--- config.mk ---
export PLATFORM = sky130hd
export DESIGN_NAME = crog_top
export DESIGN_NICKNAME = d
export VERILOG_FILES = /design/src/rtl/crog_pkg.sv /design/src/rtl/crog_top.sv
export VERILOG_INCLUDE_DIRS = /design/src /design/src/rtl
export SDC_FILE = /design/constraint.sdc
export NUM_CORES = 1
export LEC_CHECK = 0
export BUFFER_PORTS_ARGS = -buffer_cell sky130_fd_sc_hd__buf_2
export CORE_MARGIN = 3
export CORE_UTILIZATION = 55
export DETAILED_ROUTE_END_ITERATION = 7
export PLACE_DENSITY = 0.91
export RECOVER_POWER = 25
export SYNTH_ARGS = -nofsm -noshare
export SYNTH_HDL_FRONTEND = slang
export SYNTH_SLANG_ARGS = --single-unit
--- constraint.sdc ---
create_clock -name clk -period 4.5 [get_ports clk]
set_clock_uncertainty 0.05 [all_clocks]
set_input_delay 0.45 -clock clk [delete_from_list [all_inputs] [get_ports clk]]
set_output_delay 0.45 -clock clk [all_outputs]
set_load 0.02 [all_outputs]
--- src/rtl/crog_regs.svh ---
/*
  offsets, field positions, reset values and counts of the clock request gating block.
  assumes: included by the package and by the top module, by bare name.
*/
`ifndef CROG_REGS_SVH
`define CROG_REGS_SVH

// ----------------------------------------
// register offsets
// ----------------------------------------
`define CROG_OFS_STOP_DRIVE 8'h03
`define CROG_OFS_REQ0_SEL 8'h04
`define CROG_OFS_REQ1_SEL 8'h05
`define CROG_OFS_TEST_DRIVE 8'h06
`define CROG_OFS_ID 8'h07

// ----------------------------------------
// field positions
// ----------------------------------------
`define CROG_SEL_MSB 7
`define CROG_SEL_LSB 2
`define CROG_LINK_EN_BIT 1
`define CROG_STOP_MODE_BIT 7
`define CROG_TEST_SEL_BIT 7
`define CROG_TEST_MODE_BIT 6
`define CROG_REF_DRIVE_BIT 5
`define CROG_RSVD_ONE_BIT 4

// ----------------------------------------
// reset values
// ----------------------------------------
`define CROG_RST_SEL 6'h00
`define CROG_RST_LINK_EN 1'b1
`define CROG_RST_REQ0_RSVD 1'b1
`define CROG_RST_STOP_MODE 1'b1
`define CROG_RST_TEST_SEL 1'b0
`define CROG_RST_TEST_MODE 1'b0
`define CROG_RST_REF_DRIVE 1'b0

// ----------------------------------------
// counts
// ----------------------------------------
`define CROG_REF_DIV_CYCLES 4

`endif

--- src/rtl/crog_pkg.sv ---
/*
  types of the clock request gating block.
  assumes: crog_regs.svh is on the include path.
*/
package crog_pkg;
  `include "crog_regs.svh"

  localparam int CROG_PAIRS = 6;

  // one set of leg levels and enables for all peripheral pairs
  typedef struct packed {
    logic [CROG_PAIRS-1:0] true_leg;
    logic [CROG_PAIRS-1:0] true_oe;
    logic [CROG_PAIRS-1:0] comp_leg;
    logic [CROG_PAIRS-1:0] comp_oe;
  } crog_pairs_t;

  // byte-wide register access from the serial bus engine
  typedef struct packed {
    logic wr_en;
    logic [7:0] addr;
    logic [7:0] wdata;
  } crog_reg_req_t;

  typedef enum logic [1:0] {
    CROG_OUT_NORMAL = 2'b00,
    CROG_OUT_TRISTATE = 2'b01,
    CROG_OUT_REFDIV = 2'b10
  } crog_out_mode_t;
endpackage

--- src/rtl/crog_top.sv ---
/*
  clock request gating: stops and restarts peripheral differential pairs on two
  active-low asynchronous request inputs, with the control bytes that steer it.
  assumes: the serial bus engine outside presents one byte access per cycle on
  reg_req; request pins and the strap pins are asynchronous to clk.
*/
`timescale 1ns/1ps
`include "crog_regs.svh"

module crog_top #(
  parameter int REF_DIV = `CROG_REF_DIV_CYCLES,
  parameter logic [7:0] ID_VALUE = 8'h5a // arbitrary value
) (
  input wire logic clk,
  input wire logic rst_n,
  input wire crog_pkg::crog_reg_req_t reg_req,
  output logic [7:0] reg_rdata,
  input wire logic clock_request_n_0,
  input wire logic clock_request_n_1,
  input wire logic [3:0] hw_strap,
  output crog_pkg::crog_pairs_t periph_diff_clock_pair,
  output logic diff_complement_output,
  output logic link_66mhz_clock,
  output logic ref_drive_high
);
  import crog_pkg::*;

  // ----------------------------------------
  // control bytes
  // ----------------------------------------
  logic [5:0] sel0_q;
  logic [5:0] sel1_q;
  logic link_en_q;
  logic stop_mode_q;
  logic test_sel_q;
  logic test_mode_q;
  logic ref_drive_q;
  logic [3:0] strap_meta_q;
  logic [3:0] strap_q;

  always_ff @(posedge clk) begin
    if (!rst_n) begin
      sel0_q <= `CROG_RST_SEL;
      sel1_q <= `CROG_RST_SEL;
      link_en_q <= `CROG_RST_LINK_EN;
      stop_mode_q <= `CROG_RST_STOP_MODE;
      test_sel_q <= `CROG_RST_TEST_SEL;
      test_mode_q <= `CROG_RST_TEST_MODE;
      ref_drive_q <= `CROG_RST_REF_DRIVE;
    end else if (reg_req.wr_en) begin
      case (reg_req.addr)
        `CROG_OFS_STOP_DRIVE: stop_mode_q <= reg_req.wdata[`CROG_STOP_MODE_BIT];
        `CROG_OFS_REQ0_SEL: begin
          sel0_q <= reg_req.wdata[`CROG_SEL_MSB:`CROG_SEL_LSB];
          link_en_q <= reg_req.wdata[`CROG_LINK_EN_BIT];
        end
        `CROG_OFS_REQ1_SEL: sel1_q <= reg_req.wdata[`CROG_SEL_MSB:`CROG_SEL_LSB];
        `CROG_OFS_TEST_DRIVE: begin
          test_sel_q <= reg_req.wdata[`CROG_TEST_SEL_BIT];
          test_mode_q <= reg_req.wdata[`CROG_TEST_MODE_BIT];
          ref_drive_q <= reg_req.wdata[`CROG_REF_DRIVE_BIT];
        end
        default: begin
        end
      endcase
    end
  end

  // straps are pins, so they are synchronised before the readback sees them
  always_ff @(posedge clk) begin
    if (!rst_n) begin
      strap_meta_q <= 4'h0;
      strap_q <= 4'h0;
    end else begin
      strap_meta_q <= hw_strap;
      strap_q <= strap_meta_q;
    end
  end

  // ----------------------------------------
  // readback
  // ----------------------------------------
  logic [7:0] rdata_d;

  always_comb begin
    rdata_d = 8'h00;
    case (reg_req.addr)
      `CROG_OFS_STOP_DRIVE: rdata_d[`CROG_STOP_MODE_BIT] = stop_mode_q;
      `CROG_OFS_REQ0_SEL: rdata_d = {sel0_q, link_en_q, `CROG_RST_REQ0_RSVD};
      `CROG_OFS_REQ1_SEL: rdata_d = {sel1_q, 2'b00};
      `CROG_OFS_TEST_DRIVE: rdata_d = {test_sel_q, test_mode_q, ref_drive_q, 1'b1, strap_q};
      `CROG_OFS_ID: rdata_d = ID_VALUE;
      default: rdata_d = 8'h00;
    endcase
  end

  always_ff @(posedge clk) begin
    if (!rst_n) begin
      reg_rdata <= 8'h00;
    end else begin
      reg_rdata <= rdata_d;
    end
  end

  // ----------------------------------------
  // output phase and divided reference
  // ----------------------------------------
  logic phase_q;
  logic ref_div_q;
  logic [7:0] ref_cnt_q;

  always_ff @(posedge clk) begin
    if (!rst_n) begin
      phase_q <= 1'b0;
    end else begin
      phase_q <= ~phase_q;
    end
  end

  always_ff @(posedge clk) begin
    if (!rst_n) begin
      ref_cnt_q <= 8'h00;
      ref_div_q <= 1'b0;
    end else if (ref_cnt_q == 8'(REF_DIV - 1)) begin
      ref_cnt_q <= 8'h00;
      ref_div_q <= ~ref_div_q;
    end else begin
      ref_cnt_q <= ref_cnt_q + 8'h01;
    end
  end

  // ----------------------------------------
  // request synchronise and debounce
  // ----------------------------------------
  logic [1:0] req_meta_q;
  logic [1:0] req_sync_q;
  logic [1:0] req_smp_q;
  logic [1:0] req_lvl_q; // 1 = deasserted, pairs stop
  logic comp_edge;

  // the complement leg rises on the edge where the phase leaves 1
  assign comp_edge = phase_q;

  always_ff @(posedge clk) begin
    if (!rst_n) begin
      req_meta_q <= 2'b00;
      req_sync_q <= 2'b00;
    end else begin
      req_meta_q <= {clock_request_n_1, clock_request_n_0};
      req_sync_q <= req_meta_q;
    end
  end

  always_ff @(posedge clk) begin
    if (!rst_n) begin
      req_smp_q <= 2'b00;
      req_lvl_q <= 2'b00;
    end else if (comp_edge) begin
      req_smp_q <= req_sync_q;
      // a level counts only once two consecutive samples agree
      for (int r = 0; r < 2; r++) begin
        if (req_smp_q[r] == req_sync_q[r]) begin
          req_lvl_q[r] <= req_sync_q[r];
        end
      end
    end
  end

  // ----------------------------------------
  // gating per pair
  // ----------------------------------------
  logic [5:0] stop_req;
  logic [5:0] running_q;
  crog_out_mode_t out_mode;

  assign stop_req = (sel0_q & {6{req_lvl_q[0]}}) | (sel1_q & {6{req_lvl_q[1]}});

  // updates only while true is high, so a stopped pair is frozen high
  always_ff @(posedge clk) begin
    if (!rst_n) begin
      running_q <= 6'h3f;
    end else if (phase_q) begin
      running_q <= ~stop_req;
    end
  end

  always_comb begin
    if (!test_mode_q) begin
      out_mode = CROG_OUT_NORMAL;
    end else if (test_sel_q) begin
      out_mode = CROG_OUT_REFDIV;
    end else begin
      out_mode = CROG_OUT_TRISTATE;
    end
  end

  for (genvar i = 0; i < CROG_PAIRS; i++) begin : g_pair
    always_ff @(posedge clk) begin
      if (!rst_n) begin
        periph_diff_clock_pair.true_leg[i] <= 1'b0;
        periph_diff_clock_pair.comp_leg[i] <= 1'b1;
        periph_diff_clock_pair.true_oe[i] <= 1'b1;
        periph_diff_clock_pair.comp_oe[i] <= 1'b1;
      end else begin
        case (out_mode)
          CROG_OUT_REFDIV: begin
            periph_diff_clock_pair.true_leg[i] <= ref_div_q;
            periph_diff_clock_pair.comp_leg[i] <= ~ref_div_q;
            periph_diff_clock_pair.true_oe[i] <= 1'b1;
            periph_diff_clock_pair.comp_oe[i] <= 1'b1;
          end
          CROG_OUT_TRISTATE: begin
            periph_diff_clock_pair.true_leg[i] <= 1'b0;
            periph_diff_clock_pair.comp_leg[i] <= 1'b0;
            periph_diff_clock_pair.true_oe[i] <= 1'b0;
            periph_diff_clock_pair.comp_oe[i] <= 1'b0;
          end
          default: begin
            // stopped: legs hold the levels they take for phase 0, true high and complement low
            periph_diff_clock_pair.true_leg[i] <= running_q[i] ? ~phase_q : 1'b1;
            periph_diff_clock_pair.comp_leg[i] <= running_q[i] ? phase_q : 1'b0;
            periph_diff_clock_pair.true_oe[i] <= running_q[i] | ~stop_mode_q;
            periph_diff_clock_pair.comp_oe[i] <= running_q[i] | ~stop_mode_q;
          end
        endcase
      end
    end
  end

  always_ff @(posedge clk) begin
    if (!rst_n) begin
      diff_complement_output <= 1'b1;
      link_66mhz_clock <= 1'b0;
      ref_drive_high <= 1'b0;
    end else begin
      diff_complement_output <= phase_q;
      link_66mhz_clock <= link_en_q & ~phase_q;
      ref_drive_high <= ref_drive_q;
    end
  end

  // ----------------------------------------
  // checks
  // ----------------------------------------
  a_sel0_write: assert property (@(posedge clk) disable iff (!rst_n)
    reg_req.wr_en && reg_req.addr == `CROG_OFS_REQ0_SEL |=> sel0_q == $past(reg_req.wdata[7:2]))
    else $error("request 0 select not stored");
  a_sel1_write: assert property (@(posedge clk) disable iff (!rst_n)
    reg_req.wr_en && reg_req.addr == `CROG_OFS_REQ1_SEL |=> sel1_q == $past(reg_req.wdata[7:2]))
    else $error("request 1 select not stored");
  a_link_gated: assert property (@(posedge clk) disable iff (!rst_n)
    !link_en_q |=> !link_66mhz_clock)
    else $error("link clock runs while disabled");
  a_test_tristate: assert property (@(posedge clk) disable iff (!rst_n)
    test_mode_q && !test_sel_q |=> periph_diff_clock_pair.true_oe == 6'h00)
    else $error("test three-state not applied");
  a_free_running: assert property (@(posedge clk) disable iff (!rst_n)
    (sel0_q | sel1_q) == 6'h00 [*3] |-> running_q == 6'h3f)
    else $error("unselected pair stopped");
  a_debounce_two: assert property (@(posedge clk) disable iff (!rst_n)
    req_lvl_q[0] != $past(req_lvl_q[0]) |-> $past(req_smp_q[0]) == req_lvl_q[0])
    else $error("request accepted on one sample");
  a_stop_park: assert property (@(posedge clk) disable iff (!rst_n)
    !test_mode_q && !stop_mode_q && running_q != 6'h3f |=>
      ((periph_diff_clock_pair.true_leg & ~periph_diff_clock_pair.comp_leg
      & periph_diff_clock_pair.true_oe & periph_diff_clock_pair.comp_oe)
      | $past(running_q)) == 6'h3f)
    else $error("stopped pair not parked high");
  a_stop_float: assert property (@(posedge clk) disable iff (!rst_n)
    !test_mode_q && stop_mode_q && running_q != 6'h3f |=>
      ((periph_diff_clock_pair.true_oe | periph_diff_clock_pair.comp_oe)
      & ~$past(running_q)) == 6'h00)
    else $error("stopped pair still driven");
  a_phase_boundary: assert property (@(posedge clk) disable iff (!rst_n)
    running_q != $past(running_q) |-> $past(phase_q))
    else $error("gating changed mid phase");
  a_restart_bound: assert property (@(posedge clk) disable iff (!rst_n)
    $fell(req_lvl_q[0]) && !req_lvl_q[1] |-> ##[1:2] (running_q & sel0_q) == sel0_q)
    else $error("restart too late");
endmodule // crog_top

==> qor.log, run 1 <==
INFO  run_status     outcome=finished clean
INFO  pwr            ir_drop=0.231mV
INFO  yosys          yosysSeqAreaShare=55.6%
INFO  floorplanning  die-area=6000um2
INFO  grt            gr-usage-all-layers=19.7%
INFO  cts            cts.sink_count=78
INFO  worst_setup_path crit_path_cell_trace=buf_2 -> buf_4 -> clkinv_1 -> or4_1 -> o22ai_1
INFO  yosys          leading_cell_types_by_total_area_after_synthesis=sky130_fd_sc_hd__dfxtp_1, sky130_fd_sc_hd__mux2i_1, sky130_fd_sc_hd__nand2_1, sky130_fd_sc_hd__and2_1, sky130_fd_sc_hd__a21oi_1
INFO  yosys          synthesized_net_count=314
INFO  place          dp.final_hpwl=3.89mm
INFO  grt            sum_of_overflow_across_all_layers_after_global_routing=0
INFO  worst_setup_path worst-r2r-setup-slack=2.72ns
INFO  run            maxCapViolations=0
INFO  cts            cts_buffers=9
INFO  cells_and_area antenna-diode-count=0
INFO  cts            post_cts.repair.setup_buffers=0
INFO  yosys          syn-mean-instance-area=9.75um2
INFO  yosys          post-synth-top-area-cell=sky130_fd_sc_hd__dfxtp_1
INFO  sta            final_period_minus_worst_setup_slack=1.94ns
INFO  grt            vias_in_the_first_global_route=2,093
INFO  yosys          synth_most_common_cell=sky130_fd_sc_hd__dfxtp_1
INFO  sta            maxClockFrequency=516MHz
INFO  cts            root_buffer=sky130_fd_sc_hd__clkbuf_8
INFO  worst_setup_path worstSetupStartpointType=input pin
INFO  min_path       hold_class=in -> reg
INFO  yosys          total_of_warnings_raised_by_yosys=0
INFO  yosys          netlist_area=2810um2
INFO  route          post_drt_wl_per_cell=13.6um
INFO  worst_setup_path worst-endpoint-required=4.70ns
INFO  route          dr_wl_met3=365um
INFO  cts            clk_pin_slew=0.08ns
INFO  floorplanning  fp.dieH=77.5um
INFO  sta            maxSlewViolCount=0
INFO  route          dr.max_layer_used=met4
INFO  sta            setup_tns=0ns
INFO  floorplanning  design.portCount=60
INFO  route          detailroute.wirelength.met2=2.67mm
INFO  worst_setup_path critical_path.endpoint_type=flop
INFO  yosys          ys_seq_elements=78
INFO  route          drt_pre_antenna_iters=4
INFO  yosys          yosys.area.top_type_share=55.6%
INFO  floorplanning  floorplan.core_area=4820um2
INFO  route          met1_layer_wirelength_in_the_final_routing=2.42mm
INFO  yosys          synth_commonest_cells=sky130_fd_sc_hd__dfxtp_1, sky130_fd_sc_hd__nand2_1, sky130_fd_sc_hd__mux2i_1, sky130_fd_sc_hd__nor2_1, sky130_fd_sc_hd__a21oi_1
INFO  pwr            p_leak=1.48nW
INFO  cts            worstSkewPairLatency=0.34ns
INFO  worst_setup_path slowest_stage=sky130_fd_sc_hd__or4_1
INFO  cells_and_area area_growth=17.7%
INFO  cells_and_area post_layout_nonfiller_instances=411
INFO  place          dp_cells=396
INFO  route          antenna_violating_nets_post_route=0
INFO  pwr            power_density=423nW/um2
INFO  place          io_buffer_count=58
INFO  sta            finalHoldViolCount=0
INFO  cts            cts.htree.levels=3
INFO  worst_setup_path crit_family=buffers and inverters
INFO  sta            setup_violations=0
INFO  route          drt_drc_violations_left=0
INFO  grt            grt_antenna_before_repair=0
INFO  place          gpl.final_weighted_congestion=0.853
INFO  floorplanning  die_width=77.5um
INFO  worst_setup_path setup.worst_path.class=in -> reg
INFO  worst_setup_path timing.critical_path.buf_inv=3
INFO  yosys          synth-edff-count=0
INFO  yosys          synth.distinct_cells=42
INFO  route          detail_route.iter0.violations=178
INFO  cells_and_area fill_cells=379
INFO  cts            cts_hold_repair.buffers=0
INFO  yosys          ys_dominant_reg_cell=sky130_fd_sc_hd__dfxtp_1
INFO  worst_setup_path worst-endpoint-arrival=2.14ns
INFO  sta            grt_setup_unrepaired=no
INFO  worst_setup_path crit_fanout=46
INFO  cells_and_area final_util=68.6%
INFO  sta            max_slew_margin=34.9%
INFO  grt            pin_count_of_the_biggest_net_entering_global_routing=47
INFO  route          via_per_inst=5.36
INFO  sta            post-route-period-util=43.1%
INFO  pwr            power.total=1.40mW
INFO  route          routed-via-count=2,202
INFO  cts            clock_path_buffers=2
INFO  cts            cts_tree=done
INFO  sta            worst_slew_pin_slew=0.969ns
INFO  floorplanning  placement_rows=25
INFO  yosys          share_of_synthesized_flip_flops_with_an_asynchronous_set_or_reset=0%
INFO  yosys          synth_cells=288
INFO  floorplanning  floorplan.initialDensity=58.3%
INFO  cells_and_area drive_above_1_share=21.5%
INFO  worst_setup_path slowest_delay=0.60ns
INFO  cts            postCtsResizedCells=0
INFO  grt            grt_pass1_wl=9.38mm
INFO  cells_and_area final_net_count=366
INFO  route          totalWireLength=5.58mm
[power by group]
part	switching (mW)	leakage, nW	internal, mW
registers	0.0149	0.639	0.715
logic	0.0633	0.725	0.0384
clock network	0.238	0.113	0.326
total	0.317	1.48	1.08
[path summary, 6_finish.rpt]
check | start | to | cells after the start
worst max register to register | ref_cnt_q[0]$_SDFF_PP0_ | ref_cnt_q[2]$_SDFF_PP0_ | 4
worst max-delay path | rst_n | reg_rdata[7]$_SDFF_PN0_ | 5
worst min register to register | req_meta_q[1]$_SDFF_PN0_ | req_sync_q[1]$_SDFF_PN0_ | 1
worst min-delay path | hw_strap[2] | strap_meta_q[2]$_SDFF_PN0_ | 2
[per-layer routing]
| layer | vias up | global-route usage, % |
|---|---|---|
| li1 | 1098 | - |
| met1 | 1005 | 23.8 |
| met2 | 86 | 32.4 |
| met3 | 13 | 5.68 |
| met4 | 0 | 9.43 |
| met5 | - | 0 |
[metrics by stage]
stage	area [um2]	hold WS, ns	worst slack [ns]
2_1_floorplan	2810	0.362	2.93
3_3_place_gp	3100	0.363	2.24
3_5_place_dp	3100	0.373	2.21
4_1_cts	3320	0.250	2.57
5_1_grt	3310	0.253	2.37
6_report	3310	0.260	2.56
[layout by cell type, fill, tap and decap left out, types with 5 or more instances in the layout]
master,count
sky130_fd_sc_hd__clkbuf_1,5
sky130_fd_sc_hd__nand2_1,42
sky130_fd_sc_hd__nand3_1,6
sky130_fd_sc_hd__a221oi_1,6
sky130_fd_sc_hd__mux2i_1,19
sky130_fd_sc_hd__inv_1,6
sky130_fd_sc_hd__buf_2,53
sky130_fd_sc_hd__nor2_1,19
sky130_fd_sc_hd__dfxtp_1,78
sky130_fd_sc_hd__a211o_1,6
sky130_fd_sc_hd__o21ai_0,13
sky130_fd_sc_hd__and2_1,12
sky130_fd_sc_hd__clkbuf_8,10
sky130_fd_sc_hd__a21oi_1,15
sky130_fd_sc_hd__nor2b_1,6
[registers in the layout, summed over array words and instances, names as in the netlist, 2 cells and up]
signal,count
req_smp_q,2
ref_cnt_q,8
strap_q,4
periph_diff_clock_pair,18
req_meta_q,2
strap_meta_q,4
sel0_q,6
running_q,6
req_sync_q,2
sel1_q,6
reg_rdata,8
req_lvl_q,2
[kinds of logic (layout without fill, tap and decap cells)]
family                   Yosys count  count (layout)  share of synthesized area (%)
flip-flops                        78              78                           55.6
multiplexers                      21              21                           7.57
buffers and inverters             25              81                           4.28
XOR/XNOR                           3               3                          0.936
adder cells (fa/ha/maj)            1               1                          0.445
AO/OA/AOI/OAI                     53              53                           12.0
AND/OR/NAND/NOR                  107             107                           19.2
[cell type report]
type                       count  area, um2  share of cell area [%]
multi-input combinational    185       1120                    34.0
clock inverter                 5       82.6                    2.50
sequential                    78       1560                    47.2
tap                           67       83.8                    2.54
clock buffer                  10        138                    4.16
timing repair buffer          59        292                    8.82
inverter                       7       26.3                   0.795
Note: power is estimated with default switching activity, not from simulation.
==> run 2, diff against run 1 <==
- ABC_AREA: not set -> 1
- CORE_UTILIZATION: 55 -> 49
- PLACE_DENSITY: 0.91 -> 0.86
- clock period: 4.5 -> 1.55 ns (I/O delays scaled with it)
==> qor.log, run 2 <==
INFO  run_status     outcome=finished clean [unchanged]
INFO  route          totalWireLength=6.73mm [was 5.58 mm]
INFO  cts            root_buffer=sky130_fd_sc_hd__clkbuf_8 [unchanged]
INFO  cells_and_area fill_cells=530 [was 379]
INFO  floorplanning  placement_rows=28 [was 25]
INFO  route          post_drt_wl_per_cell=12.5um [was 13.6 um]
INFO  sta            final_period_minus_worst_setup_slack=1.45ns
INFO  pwr            power.share.switching=23.7% [was 22.7%]
INFO  cells_and_area layout.area.seq=1560um2 [unchanged]
INFO  worst_setup_path setup.worst_path.class=reg -> reg [was in -> reg]
INFO  pwr            net-switching-power=918uW [was 317 uW]
INFO  yosys          share_of_synthesized_flip_flops_with_an_asynchronous_set_or_reset=0% [unchanged]
INFO  place          gpl.final_weighted_congestion=0.822 [was 0.853]
INFO  route          antenna_violating_nets_post_route=0 [unchanged]
INFO  floorplanning  fp.dieH=84.9um [was 77.5 um]
INFO  floorplanning  design.portCount=60 [unchanged]
INFO  cts            cts.sink_count=78 [unchanged]
INFO  sta            max_slew_margin=68.4% [was 34.9%]
INFO  yosys          synth.distinct_cells=26 [was 42]
INFO  cts            postCtsResizedCells=0 [unchanged]
INFO  yosys          synth_commonest_cells=sky130_fd_sc_hd__nand2_1, sky130_fd_sc_hd__dfxtp_1, sky130_fd_sc_hd__inv_1, sky130_fd_sc_hd__nor2_1, sky130_fd_sc_hd__nand3_1 [was sky130_fd_sc_hd__dfxtp_1, sky130_fd_sc_hd__nand2_1, sky130_fd_sc_hd__mux2i_1, sky130_fd_sc_hd__nor2_1, sky130_fd_sc_hd__a21oi_1]
INFO  sta            finalHoldViolCount=0 [unchanged]
INFO  worst_setup_path critical_path.endpoint_type=flop [unchanged]
INFO  cts            cts_buffers=9 [unchanged]
INFO  cells_and_area final_common_cell=sky130_fd_sc_hd__nand2_1 [was sky130_fd_sc_hd__dfxtp_1]
INFO  yosys          synthesized_net_count=421 [was 314]
INFO  yosys          synth-compound-area-share=10.5% [was 12.0%]
INFO  place          post-place-ws=0.136ns [was 2.21 ns]
INFO  worst_setup_path worstSetupStartpointType=flop [was input pin]
INFO  worst_setup_path worstRegToRegCells=6 [was 4]
INFO  grt            vias_in_the_first_global_route=2,606 [was 2,093]
INFO  grt            sum_of_overflow_across_all_layers_after_global_routing=0 [unchanged]
INFO  sta            post-route-period-util=93.7%
INFO  pwr            power_density=1070nW/um2 [was 423 nW/um2]
INFO  sta            fin_ws=0.0981ns [was 2.56 ns]
INFO  sta            setup_violations=0 [unchanged]
INFO  yosys          total_of_warnings_raised_by_yosys=0 [unchanged]
INFO  yosys          post_synth_xor_area_fraction=0.861% [was 0.935%]
INFO  route          drt_pre_antenna_iters=4 [unchanged]
INFO  pwr            cellInternalPower=2.95mW [was 1.08 mW]
INFO  cells_and_area drive_above_1_share=19.2% [was 21.5%]
INFO  route          detail_route.iter0.violations=296 [was 178]
INFO  route          via_per_inst=4.96 [was 5.36]
INFO  grt            pin_count_of_the_biggest_net_entering_global_routing=17 [was 47]
INFO  floorplanning  die_width=84.9um [was 77.5 um]
INFO  yosys          synth-edff-count=0 [unchanged]
INFO  run            maxCapViolations=0 [unchanged]
INFO  cells_and_area final_cell_area=3600um2 [was 3310 um2]
INFO  place          placed_area=3360um2 [was 3100 um2]
INFO  cts            clk_pin_slew=0.07ns [was 0.08 ns]
INFO  yosys          leading_cell_types_by_total_area_after_synthesis=sky130_fd_sc_hd__dfxtp_1, sky130_fd_sc_hd__nand2_1, sky130_fd_sc_hd__inv_1, sky130_fd_sc_hd__nor2_1, sky130_fd_sc_hd__nand3_1 [was sky130_fd_sc_hd__dfxtp_1, sky130_fd_sc_hd__mux2i_1, sky130_fd_sc_hd__nand2_1, sky130_fd_sc_hd__and2_1, sky130_fd_sc_hd__a21oi_1]
INFO  worst_setup_path worst-endpoint-required=1.73ns [was 4.70 ns]
INFO  yosys          synth_top_family_by_area=simple AND/OR/NAND/NOR gates [unchanged]
INFO  floorplanning  floorplan.initialDensity=51.0% [was 58.3%]
INFO  cells_and_area post_layout_nonfiller_instances=538 [was 411]
INFO  yosys          ys_dominant_reg_cell=sky130_fd_sc_hd__dfxtp_1 [unchanged]
INFO  cells_and_area final_net_count=484 [was 366]
INFO  sta            grt_setup_unrepaired=yes [was no]
INFO  grt            grt_antenna_before_repair=0 [unchanged]
INFO  place          dp.final_hpwl=4.71mm [was 3.89 mm]
INFO  sta            maxClockFrequency=689MHz
INFO  route          drt_drc_violations_left=0 [unchanged]
INFO  yosys          ys_seq_elements=78 [unchanged]
INFO  sta            worst_slew_pin_slew=0.472ns [was 0.969 ns]
INFO  yosys          netlist_area=3050um2 [was 2810 um2]
INFO  pwr            power.combinational.fraction=7.0% [was 7.3%]
INFO  yosys          post-synth-top-area-cell=sky130_fd_sc_hd__dfxtp_1 [unchanged]
INFO  cts            worstSkewPairLatency=0.35ns [was 0.34 ns]
INFO  cts            clock_path_buffers=2 [unchanged]
INFO  floorplanning  floorplan.core_area=5990um2 [was 4820 um2]
INFO  cts            cts.htree.levels=3 [unchanged]
INFO  yosys          synthAdderAreaFrac=0.410% [was 0.445%]
INFO  place          dp_cells=514 [was 396]
INFO  cts            cts_tree=done [unchanged]
INFO  route          routed-via-count=2,666 [was 2,202]
INFO  yosys          syn-mean-instance-area=7.73um2 [was 9.75 um2]
INFO  sta            fin_worst_hold_slack=0.00963ns [was 0.260 ns]
INFO  sta            maxSlewViolCount=0 [unchanged]
INFO  yosys          yosys.area_share.simple=25.6% [was 19.2%]
INFO  yosys          yosys.area.top_type_share=51.1% [was 55.6%]
INFO  worst_setup_path crit_fanout=7 [was 46]
INFO  yosys          synth_mux_area_share=0% [was 7.57%]
INFO  pwr            p_leak=1.79nW [was 1.48 nW]
INFO  floorplanning  die-area=7210um2 [was 6000 um2]
INFO  cells_and_area flip_flop_count_of_the_largest_register_after_layout=18 [unchanged]
INFO  min_path       hold_class=in -> reg [unchanged]
INFO  yosys          yosysSeqAreaShare=51.1% [was 55.6%]
INFO  pwr            power_frac_clock=39.0% [was 40.4%]
INFO  place          io_buffer_count=58 [unchanged]
INFO  min_path       worstHoldPathCells=3 [was 2]
INFO  pwr            power.share.sequential=54.0% [was 52.3%]
INFO  yosys          synth_cells=395 [was 288]
INFO  grt            grt_pass1_wl=11.6mm [was 9.38 mm]
INFO  worst_setup_path worst-endpoint-arrival=1.64ns [was 2.14 ns]
INFO  grt            gr-usage-all-layers=20.0% [was 19.7%]
INFO  pwr            ir_drop=0.533mV [was 0.231 mV]
INFO  cells_and_area antenna-diode-count=0 [unchanged]
INFO  cells_and_area final_util=60.1% [was 68.6%]
INFO  cells_and_area mostFrequentLayoutCells=sky130_fd_sc_hd__nand2_1, sky130_fd_sc_hd__dfxtp_1, sky130_fd_sc_hd__buf_2 [was sky130_fd_sc_hd__dfxtp_1, sky130_fd_sc_hd__buf_2, sky130_fd_sc_hd__nand2_1]
INFO  cells_and_area area_occupied_by_multi_input_gates=1110um2 [was 1120 um2]
INFO  yosys          synth_most_common_cell=sky130_fd_sc_hd__nand2_1 [was sky130_fd_sc_hd__dfxtp_1]
INFO  cells_and_area area_growth=17.9% [was 17.7%]
run 2: cell type report:
type / count / area share [%]
Sequential cell: 78 / 43.4
Multi-Input combinational cell: 239 / 30.8
Timing Repair Buffer: 74 / 11.9
Clock buffer: 11 / 3.93
Inverter: 56 / 5.84
Clock inverter: 5 / 1.63
Tap cell: 75 / 2.61
run 2: cell families after synthesis:
logic type | Yosys count
adder cells (fa/ha/maj) | 1
flip-flops | 78
buffers and inverters | 78
AND/OR/NAND/NOR | 178
AO/OA/AOI/OAI | 57
XOR/XNOR | 3
run 2: worst max-delay path: stages, from the launching register on:
cell	delay [ns]
sky130_fd_sc_hd__dfxtp_1	0.36
sky130_fd_sc_hd__ha_1	0.21
sky130_fd_sc_hd__inv_1	0.07
sky130_fd_sc_hd__nor2_1	0.19
sky130_fd_sc_hd__nand3_1	0.14
sky130_fd_sc_hd__nand2_1	0.23
sky130_fd_sc_hd__nor2_1	0.08
run 2: repair_timing:
item                                   in CTS  in global routing
setup endpoints to repair                   0                  2
hold buffers                                8                  0
endpoints found under the hold margin       8                  0
setup buffers                               0                  0
run 2: per-stage QoR:
stage / power, mW / TNS, ns
2_1_floorplan: 2.30 / 0
3_3_place_gp: 2.38 / 0
3_5_place_dp: 2.40 / 0
4_1_cts: 3.90 / 0
5_1_grt: 4.02 / -0.0185
6_report: 3.87 / 0
run 2: power by group through the flow:
stage / clock, mW / sequential [mW] / combinational [mW]
final: 1.51 / 2.09 / 0.271
after global routing: 1.62 / 2.09 / 0.304
after CTS: 1.53 / 2.09 / 0.279
after detailed placement: 0 / 2.13 / 0.261
after global placement: 0 / 2.13 / 0.251
after floorplan: 0 / 2.16 / 0.138
run 2: path summary, 6_finish.rpt:
kind / start / endpoint / slack [ns]
max reg2reg: ref_cnt_q[0]$_SDFF_PP0_ / ref_cnt_q[6]$_SDFF_PP0_ / 0.1
min reg2reg: req_meta_q[1]$_SDFF_PN0_ / req_sync_q[1]$_SDFF_PN0_ / 0.37
max: ref_cnt_q[0]$_SDFF_PP0_ / ref_cnt_q[6]$_SDFF_PP0_ / 0.1
min: reg_req[3] / sel1_q[1]$_SDFFE_PN0P_ / 0.01
run 2: metal layers:
metal | up-vias | share of wire [%] | GRT usage (%) | wire, um
met5 | - | 0 | 0 | 0
met4 | 0 | 2.5 | 9.06 | 167
li1 | 1362 | - | - | -
met3 | 18 | 6.7 | 4.76 | 449
met2 | 84 | 53 | 36.2 | 3550
met1 | 1202 | 38 | 22.1 | 2560
